$ cat config.mk
export PLATFORM = sky130hd
export DESIGN_NAME = ctp_timer
export DESIGN_NICKNAME = d
export VERILOG_FILES = /design/src/rtl/ctp_pkg.sv /design/src/rtl/ctp_prescaler.sv /design/src/rtl/ctp_timer.sv
export SDC_FILE = /design/constraint.sdc
export NUM_CORES = 1
export LEC_CHECK = 0
export ABC_AREA = 0
export BUFFER_PORTS_ARGS = -buffer_cell sky130_fd_sc_hd__clkbuf_2
export CAP_MARGIN = 20
export CORE_MARGIN = 2
export CORE_UTILIZATION = 30
export CTS_BUF_LIST = sky130_fd_sc_hd__clkbuf_8
export CTS_CLUSTER_SIZE = 25
export DETAILED_ROUTE_END_ITERATION = 8
export PLACE_DENSITY = 0.53
export SLEW_MARGIN = 20
export SYNTH_ARGS = -nofsm -noshare
export SYNTH_HDL_FRONTEND = slang
export SYNTH_SLANG_ARGS = --single-unit
$ cat constraint.sdc
create_clock -name mclk -period 4.8 [get_ports mclk]
set_input_delay 0.96 -clock mclk [delete_from_list [all_inputs] [get_ports mclk]]
set_output_delay 0.96 -clock mclk [all_outputs]
set_load 0.005 [all_outputs]
$ cat src/rtl/ctp_pkg.sv
// What this block does
// - Counters three and four chain into one 16-bit up-counter versus 16-bit compare.
// - Unit runs only while the run bit is one.
// - Timer mode counts prescaled clock; on match raise interrupt, clear, keep counting.
// - Compare is unbuffered outside PWM; software leaves it alone while running.
// - Event mode counts falling edges of the event pin; after match resumes.
// - Each event pin phase lasts at least two machine cycles.
// - PWM mode toggles the output flip-flop when count equals duty, keeps counting.
// - PWM overflow toggles the flip-flop again, clears counter, raises interrupt.
// - PWM pin drives the inverse of the output flip-flop in PWM mode; in other modes it is held high.
// - Flip-flop takes the initial bit while stopped; reset clears it to zero.
// - Duty is double-buffered: loads at match interrupt, or at once when stopped.
// - Duty readback keeps the previous value until the next match interrupt.
// - Stopping keeps the pin level; initial bit changes only after stopping.
// - Timer sources: fc/2^11 or fs/2^3, fc/2^7, fc/2^5, fc/2^3.
// - PWM adds fs, fc/2 and fc as sources.
package ctp_pkg;
    // ----------------------------------------
    // Constants
    // ----------------------------------------
    localparam int          CTP_W          = 16;
    localparam int          CTP_DIV_W      = 11;
    localparam logic [15:0] CTP_CNT_RST    = 16'h0000;
    localparam logic [15:0] CTP_DUTY_RST   = 16'h0000;
    localparam logic [15:0] CTP_CMP_RST    = 16'h0000;
    localparam int          CTP_FS_DIV     = 610;
    localparam int          CTP_EVT_MIN_CYC = 2;

    typedef enum logic [1:0] {
        CTP_MODE_TIMER,
        CTP_MODE_EVENT,
        CTP_MODE_PWM,
        CTP_MODE_OFF
    } ctp_mode_t;

    typedef enum logic [2:0] {
        CTP_SRC_DIV11,
        CTP_SRC_DIV7,
        CTP_SRC_DIV5,
        CTP_SRC_DIV3,
        CTP_SRC_FS,
        CTP_SRC_DIV1,
        CTP_SRC_FC,
        CTP_SRC_EXT
    } ctp_src_t;

    typedef struct packed {
        logic      run_bit;
        logic      flipflop_init_bit;
        logic      prescaler_source_select;
        ctp_mode_t mode;
        ctp_src_t  src;
    } ctp_ctrl_t;
endpackage

$ cat src/rtl/ctp_prescaler.sv
module ctp_prescaler #(
    parameter int DIV_W  = ctp_pkg::CTP_DIV_W,
    parameter int FS_DIV = ctp_pkg::CTP_FS_DIV
) (
    // Clock and reset
    input  wire logic                  mclk,
    input  wire logic                  rst,
    // Source selection
    input  wire logic                  prescaler_source_select,
    input  wire ctp_pkg::ctp_src_t     src,
    // Tick out
    output logic                       tick
);
    initial begin
        if (DIV_W < 11 || FS_DIV < 16)
            $error("ctp_prescaler: divider too small");
    end

    // ----------------------------------------
    // Dividers
    // ----------------------------------------
    // Low-frequency clock is modelled as an enable from mclk
    logic [DIV_W-1:0] div_reg, div_next;
    logic [15:0]      fs_reg, fs_next;
    logic             fs_tick;
    logic [2:0]       fs8_reg, fs8_next;
    logic             tick_next;

    always_comb begin
        fs_tick  = (fs_reg == 16'(FS_DIV - 1));
        div_next = div_reg + 1'b1;
        fs_next  = fs_tick ? 16'h0000 : fs_reg + 16'h0001;
        fs8_next = fs_tick ? fs8_reg + 3'h1 : fs8_reg;
        case (src)
            ctp_pkg::CTP_SRC_DIV11: tick_next = prescaler_source_select ?
                (fs_tick && fs8_reg == 3'h7) : (div_reg == '1);
            ctp_pkg::CTP_SRC_DIV7:  tick_next = (div_reg[6:0] == 7'h7F);
            ctp_pkg::CTP_SRC_DIV5:  tick_next = (div_reg[4:0] == 5'h1F);
            ctp_pkg::CTP_SRC_DIV3:  tick_next = (div_reg[2:0] == 3'h7);
            ctp_pkg::CTP_SRC_FS:    tick_next = fs_tick;
            ctp_pkg::CTP_SRC_DIV1:  tick_next = div_reg[0];
            ctp_pkg::CTP_SRC_FC:    tick_next = 1'b1;
            default:                tick_next = 1'b0;
        endcase
    end

    always_ff @(posedge mclk) begin
        if (rst) begin
            div_reg <= '0;
            fs_reg  <= 16'h0000;
            fs8_reg <= 3'h0;
            tick    <= 1'b0;
        end else begin
            div_reg <= div_next;
            fs_reg  <= fs_next;
            fs8_reg <= fs8_next;
            tick    <= tick_next;
        end
    end
endmodule // ctp_prescaler

$ cat src/rtl/ctp_timer.sv
module ctp_timer (
    // Clock and reset
    input  wire logic                mclk,
    input  wire logic                rst,
    // Control
    input  wire ctp_pkg::ctp_ctrl_t  upper_unit_control,
    // Compare and duty write strobes and data
    input  wire logic                compare_low_byte_we,
    input  wire logic                compare_high_byte_we,
    input  wire logic                duty_low_byte_we,
    input  wire logic                duty_high_byte_we,
    input  wire logic [7:0]          wdata,
    // Event pin
    input  wire logic                event_input_pin,
    // Outputs
    output logic [15:0]              compare_value,
    output logic [15:0]              duty_readback,
    output logic [15:0]              count,
    output logic                     match_interrupt,
    output logic                     pwm_out_pin
);
    // ----------------------------------------
    // Prescaler and event input
    // ----------------------------------------
    logic tick;
    logic ev_s1_reg, ev_s2_reg, ev_s3_reg;

    ctp_prescaler u_pre (
        .mclk                    (mclk),
        .rst                     (rst),
        .prescaler_source_select (upper_unit_control.prescaler_source_select),
        .src                     (upper_unit_control.src),
        .tick                    (tick)
    );

    // ----------------------------------------
    // State
    // ----------------------------------------
    logic [7:0]  cmp_lo_reg, cmp_lo_next;
    logic [15:0] cmp_reg, cmp_next;
    logic [7:0]  duty_lo_reg, duty_lo_next;
    logic [15:0] duty_buf_reg, duty_buf_next;
    logic [15:0] duty_act_reg, duty_act_next;
    logic [15:0] cnt_reg, cnt_next;
    logic        ff_reg, ff_next;
    logic        irq_next, pin_next;
    logic        run, is_pwm, step, fall, dirty_reg, dirty_next;
    logic        pwm_ext;
    logic        run_d_reg;
    logic        init_d_reg;

    always_comb begin
        run     = upper_unit_control.run_bit;
        is_pwm  = upper_unit_control.mode == ctp_pkg::CTP_MODE_PWM;
        pwm_ext = upper_unit_control.src == ctp_pkg::CTP_SRC_EXT;
        fall    = ev_s3_reg && !ev_s2_reg;
        case (upper_unit_control.mode)
            ctp_pkg::CTP_MODE_TIMER: step = tick;
            ctp_pkg::CTP_MODE_EVENT: step = fall;
            ctp_pkg::CTP_MODE_PWM:   step = pwm_ext ? fall : tick;
            default:                 step = 1'b0;
        endcase
        step = step && run;

        // Compare is unbuffered: high byte write completes the word
        cmp_lo_next = compare_low_byte_we ? wdata : cmp_lo_reg;
        cmp_next    = compare_high_byte_we ? {wdata, cmp_lo_reg} : cmp_reg;
        duty_lo_next  = duty_low_byte_we ? wdata : duty_lo_reg;
        duty_buf_next = duty_high_byte_we ? {wdata, duty_lo_reg}
                                          : duty_buf_reg;
        dirty_next    = dirty_reg || duty_high_byte_we;

        cnt_next      = cnt_reg;
        ff_next       = ff_reg;
        irq_next      = 1'b0;
        duty_act_next = duty_act_reg;

        if (!run) begin
            cnt_next = ctp_pkg::CTP_CNT_RST;
            if (dirty_next) begin
                duty_act_next = duty_buf_next;
                dirty_next    = 1'b0;
            end
            // Pin holds level on stop; only a later change of the init
            // bit reloads the flip-flop, so the stopping write cannot
            if (!run_d_reg && upper_unit_control.flipflop_init_bit
                    != init_d_reg)
                ff_next = upper_unit_control.flipflop_init_bit;
        end else if (step) begin
            if (is_pwm) begin
                cnt_next = cnt_reg + 16'h0001;
                if (cnt_reg == 16'hFFFF) begin
                    ff_next  = !ff_reg;
                    irq_next = 1'b1;
                    if (dirty_reg) begin
                        duty_act_next = duty_buf_reg;
                        dirty_next    = duty_high_byte_we;
                    end
                end else if (cnt_reg == duty_act_reg) begin
                    ff_next = !ff_reg;
                end
            end else if (cnt_reg == cmp_reg) begin
                cnt_next = ctp_pkg::CTP_CNT_RST;
                irq_next = 1'b1;
            end else begin
                cnt_next = cnt_reg + 16'h0001;
            end
        end
        pin_next = is_pwm ? !ff_next : 1'b1;
    end

    always_ff @(posedge mclk) begin
        if (rst) begin
            ev_s1_reg    <= 1'b1;
            ev_s2_reg    <= 1'b1;
            ev_s3_reg    <= 1'b1;
            cmp_lo_reg   <= 8'h00;
            cmp_reg      <= ctp_pkg::CTP_CMP_RST;
            duty_lo_reg  <= 8'h00;
            duty_buf_reg <= ctp_pkg::CTP_DUTY_RST;
            duty_act_reg <= ctp_pkg::CTP_DUTY_RST;
            dirty_reg    <= 1'b0;
            cnt_reg      <= ctp_pkg::CTP_CNT_RST;
            ff_reg       <= 1'b0;
            match_interrupt <= 1'b0;
            pwm_out_pin  <= 1'b1;
            run_d_reg    <= 1'b0;
            init_d_reg   <= 1'b0;
        end else begin
            ev_s1_reg    <= event_input_pin;
            ev_s2_reg    <= ev_s1_reg;
            ev_s3_reg    <= ev_s2_reg;
            cmp_lo_reg   <= cmp_lo_next;
            cmp_reg      <= cmp_next;
            duty_lo_reg  <= duty_lo_next;
            duty_buf_reg <= duty_buf_next;
            duty_act_reg <= duty_act_next;
            dirty_reg    <= dirty_next;
            cnt_reg      <= cnt_next;
            ff_reg       <= ff_next;
            match_interrupt <= irq_next;
            pwm_out_pin  <= pin_next;
            run_d_reg    <= upper_unit_control.run_bit;
            init_d_reg   <= upper_unit_control.flipflop_init_bit;
        end
    end

    always_ff @(posedge mclk) begin
        if (rst) begin
            compare_value <= 16'h0000;
            duty_readback <= 16'h0000;
            count         <= 16'h0000;
        end else begin
            compare_value <= cmp_next;
            duty_readback <= duty_act_next;
            count         <= cnt_next;
        end
    end

    // ----------------------------------------
    // Assertions
    // ----------------------------------------
    property p_stop_clears;
        @(posedge mclk) disable iff (rst)
        !upper_unit_control.run_bit |=> cnt_reg == 16'h0000;
    endproperty
    a_stop_clears: assert property (p_stop_clears)
        else $error("counter not cleared while stopped");

    property p_timer_match;
        @(posedge mclk) disable iff (rst)
        run && step && !is_pwm && cnt_reg == cmp_reg
            |=> match_interrupt && cnt_reg == 16'h0000;
    endproperty
    a_timer_match: assert property (p_timer_match)
        else $error("match did not clear and interrupt");

    property p_pwm_overflow;
        @(posedge mclk) disable iff (rst)
        run && step && is_pwm && cnt_reg == 16'hFFFF
            |=> match_interrupt && ff_reg != $past(ff_reg);
    endproperty
    a_pwm_overflow: assert property (p_pwm_overflow)
        else $error("overflow did not toggle");

    property p_pin_inverse;
        @(posedge mclk) disable iff (rst)
        is_pwm && $past(is_pwm) |-> pwm_out_pin == !ff_reg;
    endproperty
    a_pin_inverse: assert property (p_pin_inverse)
        else $error("pin not inverse of flip-flop");

    property p_no_run_no_irq;
        @(posedge mclk) disable iff (rst)
        !run |=> !match_interrupt;
    endproperty
    a_no_run_no_irq: assert property (p_no_run_no_irq)
        else $error("interrupt while stopped");

    property p_duty_toggle;
        @(posedge mclk) disable iff (rst)
        run && step && is_pwm && cnt_reg == duty_act_reg
            && cnt_reg != 16'hFFFF |=> ff_reg != $past(ff_reg);
    endproperty
    a_duty_toggle: assert property (p_duty_toggle)
        else $error("duty match did not toggle");

    property p_duty_held;
        @(posedge mclk) disable iff (rst)
        run && !match_interrupt ##1 run && !match_interrupt
            |-> $stable(duty_act_reg);
    endproperty
    a_duty_held: assert property (p_duty_held)
        else $error("duty changed between interrupts");

    property p_event_count;
        @(posedge mclk) disable iff (rst)
        run && upper_unit_control.mode == ctp_pkg::CTP_MODE_EVENT && !fall
            |=> $stable(cnt_reg);
    endproperty
    a_event_count: assert property (p_event_count)
        else $error("event counter moved without edge");

    c_timer_irq: cover property (@(posedge mclk) !is_pwm && match_interrupt);
    c_pwm_irq:   cover property (@(posedge mclk) is_pwm && match_interrupt);
    c_stop:      cover property (@(posedge mclk) run_d_reg && !run);
endmodule // ctp_timer

==> reports/results.ini, run 1 <==
[critical_path]
crit_chain = ha_1 > nand3_1 > nor4_2 > nand4_2 > o21ai_2 > a221oi_1
arrival_ns = 3.18
worstSetupPathType = register to register
r2r-end = duty_readback[0]
critPathTopFamily = simple AND/OR/NAND/NOR gates
cp_slowest_stage_delay_ns = 0.63
startpoint_type = register
crit_required_ns = 5.08
critPathLaunch = count[1]
crit_buf_inv = 0
rrSetupSlack_ns = 1.89
cp_slowest_cell = dfxtp_1
r2r_cells = 6
crit_cells = 6
r2r_start = count[1]
worst-path-max-fanout = 17
crit_end = duty_readback[0]
cp-end-kind = register

[sta]
fmax_mhz = 344.1
post-route-period-util_pct = 60.54
rsz0062_at_grt = false
maxSlewHeadroom_pct = 29.40
tightest_slew_ns = 1.055
maxSlewViolCount = 0
period_needed_ns = 2.906
setup_tns_ns = 0
finalClockSkew_ns = 0.008770
finalSetupViolCount = 0
hold_viol = 0

[clock_tree]
h-tree-depth = 4
ctsHoldBuffers = 0
root_buffer = clkbuf_8
clk_latency_ns = 0.44
cts_buffers = 17
post_cts_buffers = 0
cts_resized = 0
cts_tree = built
clk_pin_slew_worst_paths_ns = 0.07
cts_buffer_depth = 2
cts_sinks = 120

[power_and_ir_drop]
power.density_nw_per_um2 = 362.0
leakagePower_nw = 2.620
ir_drop_mv = 0.1727

[synth]
ys_ff_latch = 120
synth_edf_count = 0
synth_area_sq_um = 5453
synthDistinctLibCells = 53
synth_top_flop_cell = dfxtp_1
yosysSeqAreaShare_pct = 44.06
postSynthCellCount = 581
avgSynthCellArea_sq_um = 9.385
synthArstFlopShare_pct = 0
synthesis.nets = 612
synth_warnings = 0

[finish]
final_common_cell = dfxtp_1
drive_gt1_share_pct = 17.59
fin_nets = 666
insertedDiodeCount = 0
instances_no_fill = 877
final_cell_mix = dfxtp_1 (120), nor2_1 (111), clkbuf_2 (72), mux2i_1 (67), xnor2_1 (47)
area_growth_pct = 17.21

[floorplan]
dieWidth_um = 138.8
rows = 49
fp.dieArea_sq_um = 19270
top_level_ports = 73
core_region_area_sq_um = 17900
start_util_pct = 30.46
dieHeight_um = 138.8

[placement]
hpwlAfterDp_mm = 10.26
port_buffers = 72
dp.cells = 845
gp_congestion = 0.8606

[grt]
grt_pass1_vias = 4266
grt.total_usage_pct = 15.39
grt_pass1_wl_mm = 23.36
antenna_found_initial = 0
grt_max_degree = 72
grt_overflow_total = 0

[routing]
firstDrtPassIters = 5
ant_nets = 0
drtIter0Drc = 297
vias = 4417
vias_per_cell = 5.036
finalWirelength_mm = 14.63
routedWlPerCell_um = 16.68
drc = 0

[min_path]
hp-class = register to register
min_from = ev_s1_reg

[outcome]
status = finished clean

[job]
drv_cap = 0

## power by group
group,internal [mW],switching (mW)
Clock,0.643,0.415
Sequential,1.03,0.0364
Combinational,0.0812,0.103
Total,1.76,0.555
## worst min-delay path by stage
| stage | cells past startpoint | endpoint | slack (ns) |
|---|---|---|---|
| global route | 1 | ev_s2_reg | 0.43 |
| floorplan | 1 | ev_s2_reg | 0.39 |
| global placement | 1 | ev_s2_reg | 0.40 |
| finish | 1 | ev_s2_reg | 0.42 |
| CTS | 1 | ev_s2_reg | 0.42 |
| detailed placement | 1 | ev_s2_reg | 0.40 |
## worst register-to-register path, cell delays in order (launching register included)
cell and delay, ns:
dfxtp_1 0.63, ha_1 0.39, nand3_1 0.13, nor4_2 0.41
nand4_2 0.47, o21ai_2 0.49, a221oi_1 0.23
## stage by stage
stage          total power, mW  area, sq um  utilization, %  hold slack [ns]  setup WS (ns)
4_1_cts                  2.341         6391           35.70           0.4212          1.968
2_1_floorplan            1.210         5453               -           0.3895          2.397
6_report                 2.313         6391           35.70           0.4155          1.894
5_1_grt                  2.406         6391           35.70           0.4279          1.765
3_5_place_dp             1.278         5928           33.11           0.4040          1.867
3_3_place_gp             1.273         5928           33.11           0.4015          1.915
## synth_stat cells (4+ instances only)
| cell | number | share of area, % |
|---|---|---|
| nor2_1 | 111 | 7.6 |
| nor4_1 | 5 | 0.57 |
| xnor2_1 | 47 | 7.5 |
| buf_2 | 11 | 1.0 |
| a2111oi_1 | 5 | 0.92 |
| clkbuf_1 | 21 | 1.4 |
| xor2_1 | 16 | 2.6 |
| inv_1 | 7 | 0.48 |
| a221oi_1 | 16 | 2.6 |
| nand4_1 | 15 | 1.7 |
| ha_1 | 8 | 1.8 |
| and3_1 | 5 | 0.57 |
| nand3_1 | 18 | 1.7 |
| and4_1 | 4 | 0.64 |
| o31ai_1 | 5 | 0.69 |
| a21oi_1 | 10 | 0.92 |
| or4_1 | 4 | 0.55 |
| nor3_1 | 6 | 0.55 |
| nand2_1 | 22 | 1.5 |
| dfxtp_1 | 120 | 44 |
| nor2b_1 | 7 | 0.80 |
| mux2i_1 | 67 | 12 |
| or3_1 | 4 | 0.46 |
| a211oi_1 | 5 | 0.69 |
## metal layers
| layer | track usage (%) | vias to the layer above | wire (um) | part of all wire [%] |
|---|---|---|---|---|
| met5 | 0 | - | 0 | 0 |
| li1 | - | 2151 | - | - |
| met4 | 6.167 | 0 | 293 | 2.0 |
| met2 | 24.45 | 128 | 6788 | 46 |
| met3 | 4.523 | 21 | 873 | 6.0 |
| met1 | 19.69 | 2117 | 6676 | 46 |
## cell families (layout without fill, tap and decap cells)
kind of cell    after synthesis  count (layout)  synth area share (%)
xor+xnor                     63              63                 10.12
mux                          69              69                 12.78
fa+ha+maj                     8               8                 1.836
simple gates                221             221                 19.62
flops                       120             120                 44.06
compound gates               55              55                 7.825
buf+inv                      45             112                 3.763
## area by class of cell
cell class,count,area (sq um)
sequential,120,2402
multi-input combinational,416,2845
tap,229,286.5
inverter,7,26.28
clock inverter,13,201.4
fill,1850,11510
timing repair buffer,73,367.9
clock buffer,19,261.5
(Power assumes the default switching activity.)
==> inputs of run 2 (changes only) <==
Settings changed: PLACE_DENSITY 0.53 to 0.55.
Clock period 4.8 ns to 2.4 ns, I/O delays scaled along.
==> run 2 against run 1 <==
  * Clock-buffer cell count grew 3
  * Critical path depth down 1
  * Hold slack got worse by 0.16 ns
  * Routed wire length unchanged
  * Critical endpoint is now duty_readback[11]
==> reports/results.ini, run 2 (synthesized netlist as in run 1, its figures left out) <==
[outcome]
status = finished clean

[sta]
hold_viol = 0  ; unchanged
finalSetupViolCount = 0  ; unchanged
maxSlewHeadroom_pct = 49.83  ; +20 points
rsz0062_at_grt = false
finalClockSkew_ns = 0.009022  ; +0.0002525 ns
period_needed_ns = 2.185  ; -0.7213 ns
fmax_mhz = 457.8  ; +33%
hold_slack_ns = 0.2528  ; -0.1627 ns
maxSlewViolCount = 0  ; unchanged
post-route-period-util_pct = 91.02  ; +30 points
setup_tns_ns = 0  ; unchanged
tightest_slew_ns = 0.7524  ; -0.3026 ns

[floorplan]
top_level_ports = 73  ; unchanged
start_util_pct = 30.46  ; unchanged
rows = 49  ; unchanged
dieWidth_um = 138.8  ; unchanged
dieHeight_um = 138.8  ; unchanged
core_region_area_sq_um = 17900  ; unchanged
fp.dieArea_sq_um = 19270  ; unchanged

[clock_tree]
clk_latency_ns = 0.43  ; about the same
clk_pin_slew_worst_paths_ns = 0.07  ; about the same
cts_sinks = 120  ; unchanged
cts_buffers = 17  ; unchanged
h-tree-depth = 4  ; unchanged
cts_resized = 0  ; unchanged
post_cts_buffers = 0  ; unchanged
root_buffer = clkbuf_8
cts_tree = built
ctsHoldBuffers = 0  ; unchanged
cts_buffer_depth = 2  ; unchanged

[grt]
antenna_found_initial = 0  ; unchanged
grt_max_degree = 77  ; +6.9%
grt_pass1_vias = 4355  ; +2.1%
grt_overflow_total = 0  ; unchanged
grt.total_usage_pct = 15.36  ; -0.034 points
grt_pass1_wl_mm = 23.65  ; +1.2%

[placement]
port_buffers = 72  ; unchanged
hpwlAfterDp_mm = 10.62  ; +3.5%
gp_congestion = 0.8628  ; +0.26%
placed_area_sq_um = 6066  ; +2.3%

[routing]
routedWlPerCell_um = 16.44  ; -1.5%
drtIter0Drc = 274  ; -7.7%
ant_nets = 0  ; unchanged
finalWirelength_mm = 14.63  ; unchanged
vias = 4501  ; +1.9%
vias_per_cell = 5.057  ; +0.41%
firstDrtPassIters = 5  ; unchanged
drc = 0  ; unchanged

[job]
drv_cap = 0  ; unchanged

[critical_path]
worst-path-max-fanout = 16  ; -1
cp-end-kind = register
startpoint_type = register
worstSetupPathType = register to register
arrival_ns = 2.45  ; -0.73 ns
crit_required_ns = 2.67  ; -2.41 ns

[finish]
final_cell_area_sq_um = 6467  ; +1.2%
insertedDiodeCount = 0  ; unchanged
area_growth_pct = 18.61
final_common_cell = dfxtp_1
ff_latch_area_sq_um = 2402  ; unchanged
fin_nets = 681  ; +2.3%
fillers = 1847  ; -0.16%
drive_gt1_share_pct = 19.52  ; +1.9 points
final_cell_mix = dfxtp_1 (120), nor2_1 (110), clkbuf_2 (72), mux2i_1 (67), xnor2_1 (47)
multi_input_area_sq_um = 2848  ; about the same

[min_path]
hp-class = primary input to register

[power_and_ir_drop]
leakagePower_nw = 2.667  ; +1.8%
power.density_nw_per_um2 = 670.6  ; +85%
ir_drop_mv = 0.2545  ; +47%

run 2: changes by cell type in the layout (fill, tap and decap cells not counted), moves of 2 or more:
cell	delta
buf_12	+2
buf_4	+13
bufinv_16	-3
clkbuf_8	+3
clkinv_4	-2
clkinvlp_4	+2
run 2: cell type report:
| cell class | instances | area share [%] |
|---|---|---|
| Multi-Input combinational cell | 416 | 44.03 |
| Sequential cell | 120 | 37.14 |
| Timing Repair Buffer | 88 | 7.816 |
| Clock buffer | 22 | 4.682 |
| Tap cell | 229 | 4.430 |
| Clock inverter | 8 | 1.490 |
| Inverter | 7 | 0.4063 |
run 2: path summary, 6_finish.rpt:
kind                            cells after the start       startpoint           endpoint  slack (ns)
worst max-delay path                                5        count[13]  duty_readback[11]        0.22
worst max register to register                      5        count[13]  duty_readback[11]        0.22
worst min register to register                      1        ev_s1_reg          ev_s2_reg        0.41
worst min-delay path                                2  event_input_pin          ev_s1_reg        0.25
run 2: power by group:
group	switching [mW]	leakage, nW	internal [mW]
clock	0.770	0.200	1.04
combinational	0.208	1.49	0.172
sequential	0.0754	0.980	2.07
run 2: stage by stage:
step	utilization (%)	instances	setup WS [ns]	power, mW
finish	36.13	890	0.2155	4.337
floorplan	-	581	0.4768	2.420
CTS	36.11	890	0.2540	4.396
global route	36.13	890	0.1245	4.526
detailed placement	33.88	860	0.1855	2.571
global placement	33.88	860	0.2289	2.559
run 2: routing by layer:
metal,GRT usage [%],wire length (um),vias up
li1,-,-,2170
met1,20.92,6953,2169
met2,23.62,6541,141
met3,4.109,831,21
met4,5.210,306,0
met5,0,0,-
run 2: worst max-delay path, cell delays in order, from the launching register on:
cell and delay (ns):
dfxtp_1 0.59, nand4_1 0.26, nor4_2 0.45, nand4_2 0.18, o21ai_2 0.34, a221oi_1 0.21
==> inputs of run 3 (changes only) <==
Settings changed: CORE_ASPECT_RATIO set to 1.5, SKIP_CTS_REPAIR_TIMING set to 1.
==> run 3 against run 2 <==
  * Critical path depth rose by 2
  * Critical endpoint is now duty_readback[1]
  * Sequential cell count stayed put
  * Setup slack better by 0.062 ns
  * Global-route usage grew 0.85 points
  * Clock-buffer cell count fell by 5
  * Utilization grew 0.14 points
  * Register-to-register slack improved by 0.06 ns
  * Largest power group unchanged
  * Die area rose by 0.12%
  * Sequential share of layout area fell by 0.072 points
  * Cell count decreased by 0.34%
  * Sequential power barely moved
==> reports/results.ini, run 3 (synthesized netlist as in run 1, its figures left out) <==
[outcome]
status = finished clean

[routing]
ant_nets = 0  ; unchanged
firstDrtPassIters = 6  ; +1
finalWirelength_mm = 15.15  ; +3.6%
drtIter0Drc = 305  ; +11%
vias = 4496  ; -0.11%
routedWlPerCell_um = 17.08  ; +3.9%
vias_per_cell = 5.069  ; +0.23%
drc = 0  ; unchanged

[placement]
gp_congestion = 0.9070  ; +5.1%
dp.cells = 855  ; -0.58%
port_buffers = 72  ; unchanged
hpwlAfterDp_mm = 11.60  ; +9.3%
dpl_worst_slack_ns = 0.1768  ; -0.008751 ns

[critical_path]
rrSetupSlack_ns = 0.28  ; +0.06 ns
worst-path-max-fanout = 16  ; unchanged
arrival_ns = 2.38  ; -0.07 ns
crit_cells = 7  ; +2
cp_slowest_cell = dfxtp_1
r2r_start = count[0]
crit_required_ns = 2.66  ; about the same
critPathLaunch = count[0]
cp-end-kind = register
critPathTopFamily = simple AND/OR/NAND/NOR gates
crit_buf_inv = 1  ; +1
cp_slowest_stage_delay_ns = 0.44  ; -0.15 ns
startpoint_type = register
crit_chain = ha_1 > nand3_1 > nor4_2 > buf_4 > nand4_2 > o21ai_2 > a221oi_1
r2r_cells = 7  ; +2
worstSetupPathType = register to register
crit_end = duty_readback[1]
r2r-end = duty_readback[1]

[sta]
hold_viol = 0  ; unchanged
period_needed_ns = 2.123  ; -0.06182 ns
post-route-period-util_pct = 88.45  ; -2.6 points
fmax_mhz = 471.1  ; +2.9%
setup_tns_ns = 0  ; unchanged
fin_ws_ns = 0.2773  ; +0.06182 ns
tightest_slew_ns = 0.6969  ; -0.05552 ns
maxSlewViolCount = 0  ; unchanged
rsz0062_at_grt = false
finalSetupViolCount = 0  ; unchanged
maxSlewHeadroom_pct = 53.54  ; +3.7 points
finalClockSkew_ns = 0.008747  ; -0.0002756 ns

[clock_tree]
cts_sinks = 120  ; unchanged
root_buffer = clkbuf_8
h-tree-depth = 4  ; unchanged
cts_buffers = 17  ; unchanged
cts_buffer_depth = 2  ; unchanged
clk_latency_ns = 0.43  ; about the same
cts_tree = built
clk_pin_slew_worst_paths_ns = 0.07  ; about the same

[finish]
final_cell_mix = dfxtp_1 (120), nor2_1 (111), clkbuf_2 (72), mux2i_1 (67), xnor2_1 (47)
multi_input_area_sq_um = 2845  ; about the same
drive_gt1_share_pct = 20.60  ; +1.1 points
instances_no_fill = 887  ; -0.34%
fillers = 1843  ; -0.22%
postLayoutCoreUtil_pct = 36.27  ; +0.14 points
ff_latch_area_sq_um = 2402  ; unchanged
insertedDiodeCount = 0  ; unchanged
final_common_cell = dfxtp_1
fin_nets = 688  ; +1.0%
area_growth_pct = 18.84

[power_and_ir_drop]
power.density_nw_per_um2 = 672.3  ; +0.25%
seqPwrFrac_pct = 49.1  ; -0.3 points
p_sw_share_pct = 26.81  ; +2.5 points
internal_power_mw = 3.188  ; -2.9%
clkPwrFrac_pct = 42.1  ; +0.3 points
power_mw = 4.356  ; +0.44%
leakagePower_nw = 2.690  ; +0.84%
p_switching_mw = 1.168  ; +11%
comb_power_share_pct = 8.8  ; about the same
ir_drop_mv = 0.2920  ; +15%

[grt]
grt_pass1_vias = 4468  ; +2.6%
grt_overflow_total = 0  ; unchanged
grt_max_degree = 66  ; -14%
grt_pass1_wl_mm = 23.89  ; +1.0%
grt.total_usage_pct = 16.20  ; +0.85 points
antenna_found_initial = 0  ; unchanged

[floorplan]
rows = 60  ; +22%
dieHeight_um = 169.1  ; +22%
dieWidth_um = 114.1  ; -18%
core_region_area_sq_um = 17870  ; -0.20%
fp.dieArea_sq_um = 19290  ; +0.12%
start_util_pct = 30.52  ; +0.060 points
top_level_ports = 73  ; unchanged

[job]
drv_cap = 0  ; unchanged

[min_path]
hp-class = primary input to register

## run 3: cell types whose count changed in the layout (fill, tap and decap cells not counted), sizes merged
cell,change
clkbuf,-5
buf,+7
inv,+6
clkinv,+1
## run 3: layer usage
metal / track usage (%) / part of all wire, % / up-vias
li1: - / - / 2191
met1: 18.66 / 42 / 2169
met2: 27.98 / 51 / 112
met3: 3.831 / 3.8 / 24
met4: 7.794 / 3.2 / 0
met5: 0 / 0 / -
## run 3: worst reg2reg max path, cell delays in order, from the launching register on
cell and delay (ns):
dfxtp_1 0.44, ha_1 0.35, nand3_1 0.13, nor4_2 0.26, buf_4 0.17, nand4_2 0.11, o21ai_2 0.28, a221oi_1 0.22
## run 3: area by class of cell
cell class | instances | share of cell area [%]
Multi-Input combinational cell | 416 | 43.91
Sequential cell | 120 | 37.07
Timing Repair Buffer | 95 | 8.226
Tap cell | 217 | 4.190
Clock buffer | 17 | 3.611
Clock inverter | 15 | 2.587
Inverter | 7 | 0.4055
## run 3: worst min path at each step
| stage | endpoint | slack [ns] | startpoint | cells after the start |
|---|---|---|---|---|
| final | ev_s1_reg | 0.24 | event_input_pin | 2 |
| after global routing | ev_s1_reg | 0.21 | event_input_pin | 2 |
| after CTS | ev_s1_reg | 0.21 | event_input_pin | 2 |
| after detailed placement | ev_s2_reg | 0.40 | ev_s1_reg | 1 |
| after global placement | ev_s2_reg | 0.39 | ev_s1_reg | 1 |
| after floorplan | ev_s2_reg | 0.39 | ev_s1_reg | 1 |
## run 3: power by group through the flow
stage | clock [mW] | sequential [mW] | combinational, mW
finish | 1.84 | 2.14 | 0.383
floorplan | 0 | 2.16 | 0.256
detailed placement | 0 | 2.19 | 0.386
CTS | 1.89 | 2.14 | 0.388
global route | 1.97 | 2.15 | 0.424
global placement | 0 | 2.18 | 0.376
## run 3: per-stage QoR
stage               hold slack [ns]  instance area [sq um]
global placement             0.3940                   6078
detailed placement           0.3995                   6078
floorplan                    0.3895                   5453
global route                 0.2057                   6480
finish                       0.2417                   6480
CTS                          0.2080                   6480
